## src/inc/csp_pkg.sv

```systemverilog
package csp_pkg;
  // Bit time is a plain default; raise it for slow peers
  localparam int CLK_MHZ = 200;
  localparam int BIT_TIME_NS = 160;
  localparam int BIT_CYCLES = (BIT_TIME_NS * CLK_MHZ) / 1000;
  localparam int BIT_CNT_W = 11;
  // Frame layout: start, 8 data, stop
  localparam int DATA_BITS = 8;
  localparam int STOP_BITS = 1;
  // Peer-drop alarm number
  localparam logic [7:0] ALARM_PEER_DROP = 8'h56;
  // Device-control codes, channel bits 8..1 map to [7:0]
  localparam logic [7:0] CODE_DC1 = 8'h11;
  localparam logic [7:0] CODE_DC2 = 8'h12;
  localparam logic [7:0] CODE_DC3 = 8'h93;
  localparam logic [7:0] CODE_DC4 = 8'h14;
  // Character set select
  localparam logic SET_EIA = 1'b0;
  localparam logic SET_ISO = 1'b1;
  // Characters allowed after stop-reader or permit drop
  localparam logic [3:0] STOP_READER_MAX = 4'hA;
  localparam logic [1:0] PERMIT_MAX = 2'h2;
  typedef enum logic [1:0] {
    CSP_IDLE = 2'b00,
    CSP_START = 2'b01,
    CSP_DATA = 2'b10,
    CSP_STOP = 2'b11
  } csp_state_t;
endpackage

```

## src/hdl/csp_bit_timer.sv

```systemverilog
`timescale 1ns/100ps
module csp_bit_timer (
  input wire logic sys_clk,
  input wire logic reset,
  input wire logic ce,
  input wire logic restart,
  output logic tick
);
  logic [csp_pkg::BIT_CNT_W-1:0] cnt_q;
  localparam logic [csp_pkg::BIT_CNT_W-1:0] LAST =
    csp_pkg::BIT_CNT_W'(csp_pkg::BIT_CYCLES - 1);

  assign tick = (cnt_q == LAST);

  always_ff @(posedge sys_clk) begin
    if (reset) begin
      cnt_q <= '0;
    end else if (ce) begin
      if (restart || tick) begin
        cnt_q <= '0;
      end else begin
        cnt_q <= cnt_q + 1'b1;
      end
    end
  end
endmodule

```

## src/hdl/csp_serial_port.sv

```systemverilog
// Functional notes
// - Start or continue sending only while peer_ready_in is high; a character already started still runs to its stop bit after it falls.
// - Peer_ready_in falling mid-transfer raises alarm 086 and reports it.
// - host_ready_out follows operational one enabled cycle later and holds while ce is low.
// - line_quality_in is ignored entirely.
// - Each character framed by a start bit and a stop bit.
// - EIA and ISO sets supported, plus DC1 to DC4 codes.
// - tx_request_out high from data output start until output ends.
// - Permit low: halt within two characters, resume when it returns.
// - DC3 received: stop within ten characters; DC1 resumes.
`timescale 1ns/100ps
module csp_serial_port (
  input wire logic sys_clk,
  input wire logic reset,
  input wire logic ce,
  input wire logic operational,
  input wire logic char_set,
  input wire logic [7:0] tx_data,
  input wire logic tx_valid,
  output logic tx_ready,
  input wire logic [1:0] ctl_code_sel,
  input wire logic ctl_code_req,
  input wire logic rx_dc1,
  input wire logic rx_dc3,
  input wire logic peer_ready_in,
  input wire logic tx_permit_in,
  input wire logic line_quality_in,
  input wire logic alarm_clear,
  output logic tx_line,
  output logic host_ready_out,
  output logic tx_request_out,
  output logic alarm_out,
  output logic [7:0] alarm_code,
  output logic char_set_out
);
  csp_pkg::csp_state_t state_q;
  logic [7:0] shift_q;
  logic [2:0] bit_idx_q;
  logic tick;
  logic restart;
  logic alarm_q;
  logic reader_stop_q;
  logic [3:0] stop_cnt_q;
  logic permit_off_q;
  logic [1:0] permit_cnt_q;
  logic may_start;
  logic take;
  logic [7:0] next_char;
  logic frame_end;
  logic unused_lq;

  // Input is deliberately unused
  assign unused_lq = line_quality_in;

  csp_bit_timer u_timer (
    .sys_clk(sys_clk),
    .reset(reset),
    .ce(ce),
    .restart(restart),
    .tick(tick)
  );

  // Counted limits let a DC3 or permit drop stop within the allowance
  assign may_start = operational && peer_ready_in && !alarm_q
    && !(reader_stop_q && stop_cnt_q == '0)
    && !(permit_off_q && permit_cnt_q == '0);
  assign take = (state_q == csp_pkg::CSP_IDLE) && may_start
    && (tx_valid || ctl_code_req);
  assign restart = take;
  assign frame_end = (state_q == csp_pkg::CSP_STOP) && tick;

  // Control codes win over data so flow control is not starved
  always_comb begin
    case (ctl_code_sel)
      2'h0: next_char = csp_pkg::CODE_DC1;
      2'h1: next_char = csp_pkg::CODE_DC2;
      2'h2: next_char = csp_pkg::CODE_DC3;
      default: next_char = csp_pkg::CODE_DC4;
    endcase
    if (!ctl_code_req) begin
      next_char = tx_data;
    end
  end

  always_ff @(posedge sys_clk) begin
    if (reset) begin
      tx_ready <= 1'b0;
    end else if (ce) begin
      tx_ready <= (state_q == csp_pkg::CSP_IDLE) && may_start
        && !tx_ready && !ctl_code_req;
    end
  end

  // Framing machine
  always_ff @(posedge sys_clk) begin
    if (reset) begin
      state_q <= csp_pkg::CSP_IDLE;
      shift_q <= '0;
      bit_idx_q <= '0;
      tx_line <= 1'b1;
    end else if (ce) begin
      case (state_q)
        csp_pkg::CSP_IDLE: begin
          tx_line <= 1'b1;
          if (take) begin
            shift_q <= next_char;
            tx_line <= 1'b0;
            state_q <= csp_pkg::CSP_START;
          end
        end
        csp_pkg::CSP_START: begin
          if (tick) begin
            tx_line <= shift_q[0];
            shift_q <= {1'b0, shift_q[7:1]};
            bit_idx_q <= '0;
            state_q <= csp_pkg::CSP_DATA;
          end
        end
        csp_pkg::CSP_DATA: begin
          if (tick) begin
            if (bit_idx_q == 3'(csp_pkg::DATA_BITS - 1)) begin
              tx_line <= 1'b1;
              state_q <= csp_pkg::CSP_STOP;
            end else begin
              tx_line <= shift_q[0];
              shift_q <= {1'b0, shift_q[7:1]};
              bit_idx_q <= bit_idx_q + 1'b1;
            end
          end
        end
        csp_pkg::CSP_STOP: begin
          if (tick) begin
            state_q <= csp_pkg::CSP_IDLE;
          end
        end
        default: state_q <= csp_pkg::CSP_IDLE;
      endcase
    end
  end

  // Alarm: set wins over clear
  always_ff @(posedge sys_clk) begin
    if (reset) begin
      alarm_q <= 1'b0;
    end else if (ce) begin
      if (state_q != csp_pkg::CSP_IDLE && !peer_ready_in) begin
        alarm_q <= 1'b1;
      end else if (alarm_clear) begin
        alarm_q <= 1'b0;
      end
    end
  end

  always_ff @(posedge sys_clk) begin
    if (reset) begin
      alarm_out <= 1'b0;
      alarm_code <= '0;
    end else if (ce) begin
      alarm_out <= alarm_q;
      alarm_code <= alarm_q ? csp_pkg::ALARM_PEER_DROP : 8'h00;
    end
  end

  // Reader stop allowance
  always_ff @(posedge sys_clk) begin
    if (reset) begin
      reader_stop_q <= 1'b0;
      stop_cnt_q <= '0;
    end else if (ce) begin
      if (rx_dc1) begin
        reader_stop_q <= 1'b0;
      end else if (rx_dc3 && !reader_stop_q) begin
        reader_stop_q <= 1'b1;
        // In-flight character consumes one of the ten
        stop_cnt_q <= (state_q != csp_pkg::CSP_IDLE || take) ?
          csp_pkg::STOP_READER_MAX - 4'h1 : csp_pkg::STOP_READER_MAX;
      end else if (reader_stop_q && take && stop_cnt_q != '0) begin
        stop_cnt_q <= stop_cnt_q - 4'h1;
      end
    end
  end

  // Permit allowance counts the character in progress
  always_ff @(posedge sys_clk) begin
    if (reset) begin
      permit_off_q <= 1'b0;
      permit_cnt_q <= '0;
    end else if (ce) begin
      if (tx_permit_in) begin
        permit_off_q <= 1'b0;
      end else if (!permit_off_q) begin
        permit_off_q <= 1'b1;
        permit_cnt_q <= (state_q != csp_pkg::CSP_IDLE || take) ?
          csp_pkg::PERMIT_MAX - 2'h1 : csp_pkg::PERMIT_MAX;
      end else if (take && permit_cnt_q != '0) begin
        permit_cnt_q <= permit_cnt_q - 2'h1;
      end
    end
  end

  // Handshake outputs
  always_ff @(posedge sys_clk) begin
    if (reset) begin
      host_ready_out <= 1'b0;
      tx_request_out <= 1'b0;
      char_set_out <= csp_pkg::SET_EIA;
    end else if (ce) begin
      host_ready_out <= operational;
      char_set_out <= char_set;
      if (take) begin
        tx_request_out <= 1'b1;
      end else if (frame_end
          && !((tx_valid || ctl_code_req) && may_start)) begin
        tx_request_out <= 1'b0;
      end
    end
  end

  a_alarm_on_drop: assert property (@(posedge sys_clk) disable iff (reset)
    ce && state_q != csp_pkg::CSP_IDLE && !peer_ready_in
    |=> alarm_q)
    else $error("peer drop did not raise alarm");
  a_alarm_holds: assert property (@(posedge sys_clk) disable iff (reset)
    alarm_q && !alarm_clear |=> alarm_q)
    else $error("alarm dropped without clear");
  a_no_start_alarm: assert property (@(posedge sys_clk) disable iff (reset)
    take |-> !alarm_q && peer_ready_in)
    else $error("start while alarm or peer not ready");
  a_ready_follows: assert property (@(posedge sys_clk) disable iff (reset)
    ce |=> host_ready_out == $past(operational))
    else $error("host ready mismatch");
  a_start_bit: assert property (@(posedge sys_clk) disable iff (reset)
    ce && take |=> !tx_line && state_q == csp_pkg::CSP_START)
    else $error("missing start bit");
  a_stop_bit: assert property (@(posedge sys_clk) disable iff (reset)
    state_q == csp_pkg::CSP_STOP |-> tx_line)
    else $error("stop bit not high");
  a_request_on: assert property (@(posedge sys_clk) disable iff (reset)
    ce && take |=> tx_request_out)
    else $error("request not raised at start");
  a_permit_cap: assert property (@(posedge sys_clk) disable iff (reset)
    take |-> !(permit_off_q && permit_cnt_q == 2'h0))
    else $error("sent past permit allowance");
  a_reader_cap: assert property (@(posedge sys_clk) disable iff (reset)
    take |-> !(reader_stop_q && stop_cnt_q == 4'h0))
    else $error("sent past stop-reader allowance");
endmodule

```

## config.mk

```make
export PLATFORM = sky130hd
export DESIGN_NAME = csp_serial_port
export DESIGN_NICKNAME = d
export VERILOG_FILES = /design/src/inc/csp_pkg.sv /design/src/hdl/csp_bit_timer.sv /design/src/hdl/csp_serial_port.sv
export SDC_FILE = /design/constraint.sdc
export NUM_CORES = 1
export LEC_CHECK = 0
export BUFFER_PORTS_ARGS = -buffer_cell sky130_fd_sc_hd__buf_2
export CAP_MARGIN = 20
export CORE_MARGIN = 4
export CORE_UTILIZATION = 55
export DETAILED_ROUTE_END_ITERATION = 8
export GPL_TIMING_DRIVEN = 0
export PLACE_DENSITY = 0.77
export SYNTH_ARGS = -nofsm -noshare
export SYNTH_HDL_FRONTEND = slang
export SYNTH_HIERARCHICAL = 1
export SYNTH_SLANG_ARGS = --single-unit
```

## constraint.sdc

```tcl
create_clock -name sys_clk -period 6.9 [get_ports sys_clk]
set_clock_uncertainty 0.15 [all_clocks]
set_input_delay 1.38 -clock sys_clk [delete_from_list [all_inputs] [get_ports sys_clk]]
set_output_delay 1.38 -clock sys_clk [all_outputs]
set_load 0.01 [all_outputs]
```

==> impl_metrics.ini, run 1 <==
[outcome]
status = finished clean

[die]
initial_core_util = 0.5687
die_h_um = 75.10
io_pins = 37
design.core.area_um2 = 4354
rows = 24
die_area_um2 = 5639
die-width_um = 75.10

[synthesis]
async_flop_share = 0
synth_common_cells = dfxtp_1, nor2_1, ha_1, nand2_1, o21ai_0
synth_flop_cell = dfxtp_1
ys_seq_area_frac = 0.3153
synth_edf_count = 0
netlist_area_um2 = 2476
synthTopCellsByArea = dfxtp_1, ha_1, a221oi_2
ys_ff_latch = 39
synth.distinct_cells = 62
synth_area_per_cell_um2 = 9.205
synth_top_cell_by_area = dfxtp_1
ys_warn_count = 6
synth.most_common_cell = dfxtp_1
syn_inst = 269
synth_top_cell_area_share = 0.3153

[placement]
place_congestion = 0.7944
dp_hpwl_mm = 3.873
dp.cells = 354
dpl-instance-area_um2 = 2703
port_buffers = 30

[global_route]
overflow = 0
grt_max_degree = 12
grt_pass1_vias = 1873
antenna_found_initial = 0
grt_util_all_layers = 0.1934
grt_pass1_wl_mm = 8.487

[pwr]
ir_drop_mv = 0.1187
p_seq_frac = 0.503
p_leak_nw = 1.082
power_switching_mw = 0.1351
clockPowerShare = 0.308
power_density_nw_per_um2 = 171.6
cell_internal_pwr_mw = 0.3425
switching_share = 0.2828
pwr-share-comb = 0.188

[layout]
syn_to_final_growth_pct = 12.43
final_util = 0.6394
final_area_um2 = 2784
final_cells = 362
drive_gt1_frac = 0.2516
diodes = 0
nets = 347

[clock_tree]
clk_pin_slew_ns = 0.07
cts_tree = yes
clkLatencyLatePin_ns = 0.29
cts.root.buffer_cell = clkbuf_8
postCtsSetupBuffers = 0
ctsHoldBuffers = 0
clock_sinks = 39
cts-buffers-inserted = 5
htree_levels = 2
cts_resized = 0
cts.path.max_buffers = 2

[min_path]
hold_path_class = reg2reg
min_from = shift_q[4]$_SDFFE_PP0P_
hold_depth = 1
holdPathEnd = shift_q[4]$_SDFFE_PP0P_

[worst_setup_path]
start_kind = input pin
endpoint_kind = flop
path_class = in2reg
crit_arrival_ns = 3.05
reg2regPathDepth = 8
r2r_start = u_timer/cnt_q[0]$_SDFFE_PP0P_
worstPathMaxFanout = 10
reg2reg_to = shift_q[3]$_SDFFE_PP0P_
rrSetupSlack_ns = 4.02
crit_required_ns = 6.90

[timing]
fmax_ghz = 0.3272
fin_crit_sh = 0.4429
hold_viol_final = 0
finalSetupTns_ns = 0
final.min_clock_period_ns = 3.056
rsz0062_at_grt = no
slew_viol_final = 0
slew_headroom = 0.4118
worstMarginPinSlew_ns = 0.8704
setup_viol = 0

[detailed_routing]
via_per_inst = 5.942
drt_wl_total_mm = 5.096
drc_errors = 0
drtAntennaViolNets = 0
dr.pass1.iters = 4
dr.first_iter.drc_count = 137
vias = 2151
wl_per_cell_um = 14.08

[job]
maxCapViolations = 0
-- how the worst max path moves through the flow --
stage,from,endpoint,slack [ns],depth (start not counted)
global route,ce,stop_cnt_q[1]$_SDFFE_PP0P_,3.80,6
finish,ce,stop_cnt_q[1]$_SDFFE_PP0P_,3.84,6
detailed placement,ce,stop_cnt_q[1]$_SDFFE_PP0P_,3.63,6
global placement,ce,stop_cnt_q[1]$_SDFFE_PP0P_,3.63,6
floorplan,ctl_code_req,shift_q[1]$_SDFFE_PP0P_,3.98,6
CTS,ce,stop_cnt_q[1]$_SDFFE_PP0P_,3.93,6
-- final cells by class --
class / instances / area, µm²
timing repair buffer: 30 / 150.1
sequential: 39 / 780.7
inverter: 13 / 48.80
clock inverter: 1 / 5.005
buffer: 24 / 155.1
multi-input combinational: 196 / 1503
tap: 52 / 65.06
clock buffer: 7 / 76.32
fill: 377 / 1570
-- sequential cells by signal, summed over array words and instances, names as in the netlist, 2 cells and up --
| signal | count |
|---|---|
| shift_q | 8 |
| permit_cnt_q | 2 |
| bit_idx_q | 3 |
| stop_cnt_q | 4 |
| state_q | 2 |
| u_timer/cnt_q | 11 |
-- per-layer routing --
layer | vias to the layer above | GRT usage | share of wire
met4 | 0 | 0.06324 | 0.015
li1 | 1083 | - | -
met3 | 7 | 0.04539 | 0.048
met5 | - | 0 | 0
met1 | 1011 | 0.2646 | 0.47
met2 | 50 | 0.2998 | 0.47
-- stage by stage --
stage                     setup slack, ns  power, mW  hold WS, ns
after floorplan                     3.976     0.3101       0.3000
after global placement              3.628     0.3331       0.3176
after detailed placement            3.633     0.3355       0.3191
after CTS                           3.928     0.4834       0.3366
after global routing                3.797     0.5058       0.3480
final                               3.844     0.4776       0.3303
-- kinds of logic (layout without fill, tap and decap cells) --
logic type,count (synthesis),count (layout),share of synthesized area
AOI/OAI and AO/OA,69,69,0.2355
xor gates and xnor gates,4,4,0.01415
adders and majority gates,15,15,0.07580
buffers and inverters,37,75,0.08236
DFF,39,39,0.3153
muxes,9,9,0.03689
other,1,4,0.001514
and+or+nand+nor,95,95,0.2385
-- worst max-delay path, cell delays in order --
cell and delay (ns):
buf_2 0.14, clkbuf_1 0.34, nor4bb_1 0.75, a41oi_1 0.09, a211oi_1 0.27, a211oi_1 0.08
-- power by group through the flow --
stage          logic, mW  clock network [mW]  registers, mW
2_1_floorplan     0.0649                   0          0.245
3_3_place_gp      0.0876                   0          0.245
3_5_place_dp      0.0897                   0          0.246
4_1_cts           0.0899               0.153          0.240
5_1_grt            0.100               0.164          0.242
6_report          0.0899               0.147          0.240
-- cell usage in the layout, fill, tap and decap left out, types with 3 or more instances in the layout --
cell | netlist | routed
a221oi_2 | 6 | 6
nand3b_1 | 4 | 4
buf_2 | 2 | 32
xor2_1 | 3 | 3
a22oi_1 | 7 | 7
or4_1 | 4 | 4
a31o_2 | 5 | 5
nand4_1 | 4 | 4
nor2_1 | 17 | 17
ha_1 | 15 | 15
or3_1 | 5 | 5
nor4_1 | 6 | 6
o211ai_1 | 4 | 4
nor4b_1 | 3 | 3
nor2b_1 | 3 | 3
nand3_1 | 6 | 6
inv_1 | 12 | 12
nand2_1 | 15 | 15
a211oi_2 | 6 | 6
dfxtp_1 | 39 | 39
buf_4 | 10 | 10
mux2i_1 | 8 | 8
o21ai_0 | 14 | 14
nor3_1 | 3 | 3
clkbuf_1 | 8 | 10
nand2b_1 | 7 | 7
conb_1 | 1 | 4
a211oi_1 | 6 | 6
a21oi_1 | 6 | 6
clkbuf_8 | 0 | 5
Power figures use the tool's default switching activity.
==> run 2, diff against run 1 <==
Settings changed: CORE_UTILIZATION 55 to 51, PLACE_DENSITY 0.77 to 0.75.
Clock period 6.9 ns to 2.5 ns, I/O delays scaled along.
==> impl_metrics.ini, run 2 (synthesis results as in run 1) <==
[layout]
final_cell_mix = dfxtp_1, buf_2, nor2_1, nand2_1
largest_registers = u_timer/cnt_q x11, shift_q x8, stop_cnt_q x4
nFillCells = 403
multi_input_area_um2 = 1524
drive_gt1_frac = 0.2701
diodes = 0
seq_area_um2 = 783.3
syn_to_final_growth_pct = 14.76
largest_register_ffs = 11
final_util = 0.6016
top_register = u_timer/cnt_q
mostFrequentLayoutCell = dfxtp_1
nets = 348

[worst_setup_path]
path_class = reg2reg
start_kind = flop
rrSetupSlack_ns = 0.11
crit_arrival_ns = 2.43
endpoint_kind = flop
worstPathMaxFanout = 7
crit_required_ns = 2.54

[global_route]
grt_max_degree = 13
grt_pass1_wl_mm = 8.742
overflow = 0
antenna_found_initial = 0
grt_util_all_layers = 0.1785
grt_pass1_vias = 1968

[die]
io_pins = 37
die_area_um2 = 6034
rows = 25
die_h_um = 77.68
initial_core_util = 0.5242
design.core.area_um2 = 4723
die-width_um = 77.68

[detailed_routing]
dr.first_iter.drc_count = 143
dr.pass1.iters = 4
drt_wl_total_mm = 5.082
vias = 2145
drc_errors = 0
wl_per_cell_um = 13.44
via_per_inst = 5.675
drtAntennaViolNets = 0

[pwr]
p_leak_nw = 1.091
ir_drop_mv = 0.2334
pwr-share-comb = 0.189
cell_internal_pwr_mw = 0.9490
power_switching_mw = 0.3905
p_seq_frac = 0.497
finalPower_mw = 1.339
power_density_nw_per_um2 = 471.4
switching_share = 0.2915
clockPowerShare = 0.314

[clock_tree]
cts.path.max_buffers = 2
clk_pin_slew_ns = 0.08
htree_levels = 2
clock_sinks = 39
cts_tree = yes
clkLatencyLatePin_ns = 0.29
cts-buffers-inserted = 5
cts.root.buffer_cell = clkbuf_8
ctsHoldBuffers = 0

[timing]
final.min_clock_period_ns = 2.387
whs_ns = 0.2575
finalSetupTns_ns = 0
fmax_ghz = 0.4189
setup_viol = 0
hold_viol_final = 0
slew_viol_final = 0
fin_ws_ns = 0.1126
fin_crit_sh = 0.9549
slew_headroom = 0.4169
worstMarginPinSlew_ns = 0.8629

[job]
maxCapViolations = 0

[placement]
port_buffers = 30
place_congestion = 0.7982
place_ws_ns = -0.3116
dp_hpwl_mm = 3.811

[outcome]
status = finished clean

[min_path]
hold_path_class = in2reg
[run 2: changes by cell type in the layout (fill, tap and decap cells not counted), sizes merged]
cell / before / now
buf: 44 / 46
clkbuf: 15 / 13
clkinvlp: 0 / 1
[run 2: repair_timing]
item | 4_1_cts | 5_1_grt
cloned | 0 | 0
resized for setup | 2 | 6
buffers inserted | 1 | 0
setup endpoints to repair | 9 | 24
endpoints found under the hold margin | 0 | 0
pin swaps | 1 | 1
[run 2: power groups by stage]
| stage | Sequential, mW | Clock, mW | Combinational, mW |
|---|---|---|---|
| finish | 0.666 | 0.420 | 0.253 |
| global route | 0.670 | 0.463 | 0.283 |
| CTS | 0.664 | 0.435 | 0.250 |
| detailed placement | 0.678 | 0 | 0.246 |
| global placement | 0.678 | 0 | 0.242 |
| floorplan | 0.677 | 0 | 0.179 |
[run 2: path summary, 6_finish.rpt]
kind                                               startpoint                              to  cells past startpoint
worst max-delay path            u_timer/cnt_q[6]$_SDFFE_PP0P_         shift_q[1]$_SDFFE_PP0P_                      7
worst min-delay path                                    reset  u_timer/cnt_q[10]$_SDFFE_PP0P_                      2
worst max register to register  u_timer/cnt_q[6]$_SDFFE_PP0P_         shift_q[1]$_SDFFE_PP0P_                      7
worst min register to register    tx_request_out$_SDFFE_PP0P_     tx_request_out$_SDFFE_PP0P_                      1
[run 2: cell type report]
type | instances | area share
Multi-Input combinational cell | 196 | 0.5363
Buffer | 24 | 0.05592
Clock inverter | 2 | 0.004403
Sequential cell | 39 | 0.2756
Inverter | 13 | 0.01717
Clock buffer | 6 | 0.02554
Tap cell | 67 | 0.02950
Timing Repair Buffer | 31 | 0.05548
[run 2: worst max-delay path, cell delays in order (launching register included)]
cell	delay, ns
dfxtp_1	0.35
or4_4	0.57
nor4_1	0.18
buf_4	0.20
o211ai_1	0.15
or2_1	0.24
clkbuf_1	0.17
a31o_2	0.28
[run 2: through the flow]
step           instance area [µm²]  std cells
2_1_floorplan                 2487        272
3_3_place_gp                  2721        369
3_5_place_dp                  2721        369
4_1_cts                       2818        378
5_1_grt                       2841        378
6_report                      2841        378
[run 2: per-layer routing]
layer  global-route usage  share of wire
met3              0.04292          0.050
met2               0.2800           0.47
met4              0.08541          0.027
met1               0.2289           0.46
met5                    0              0
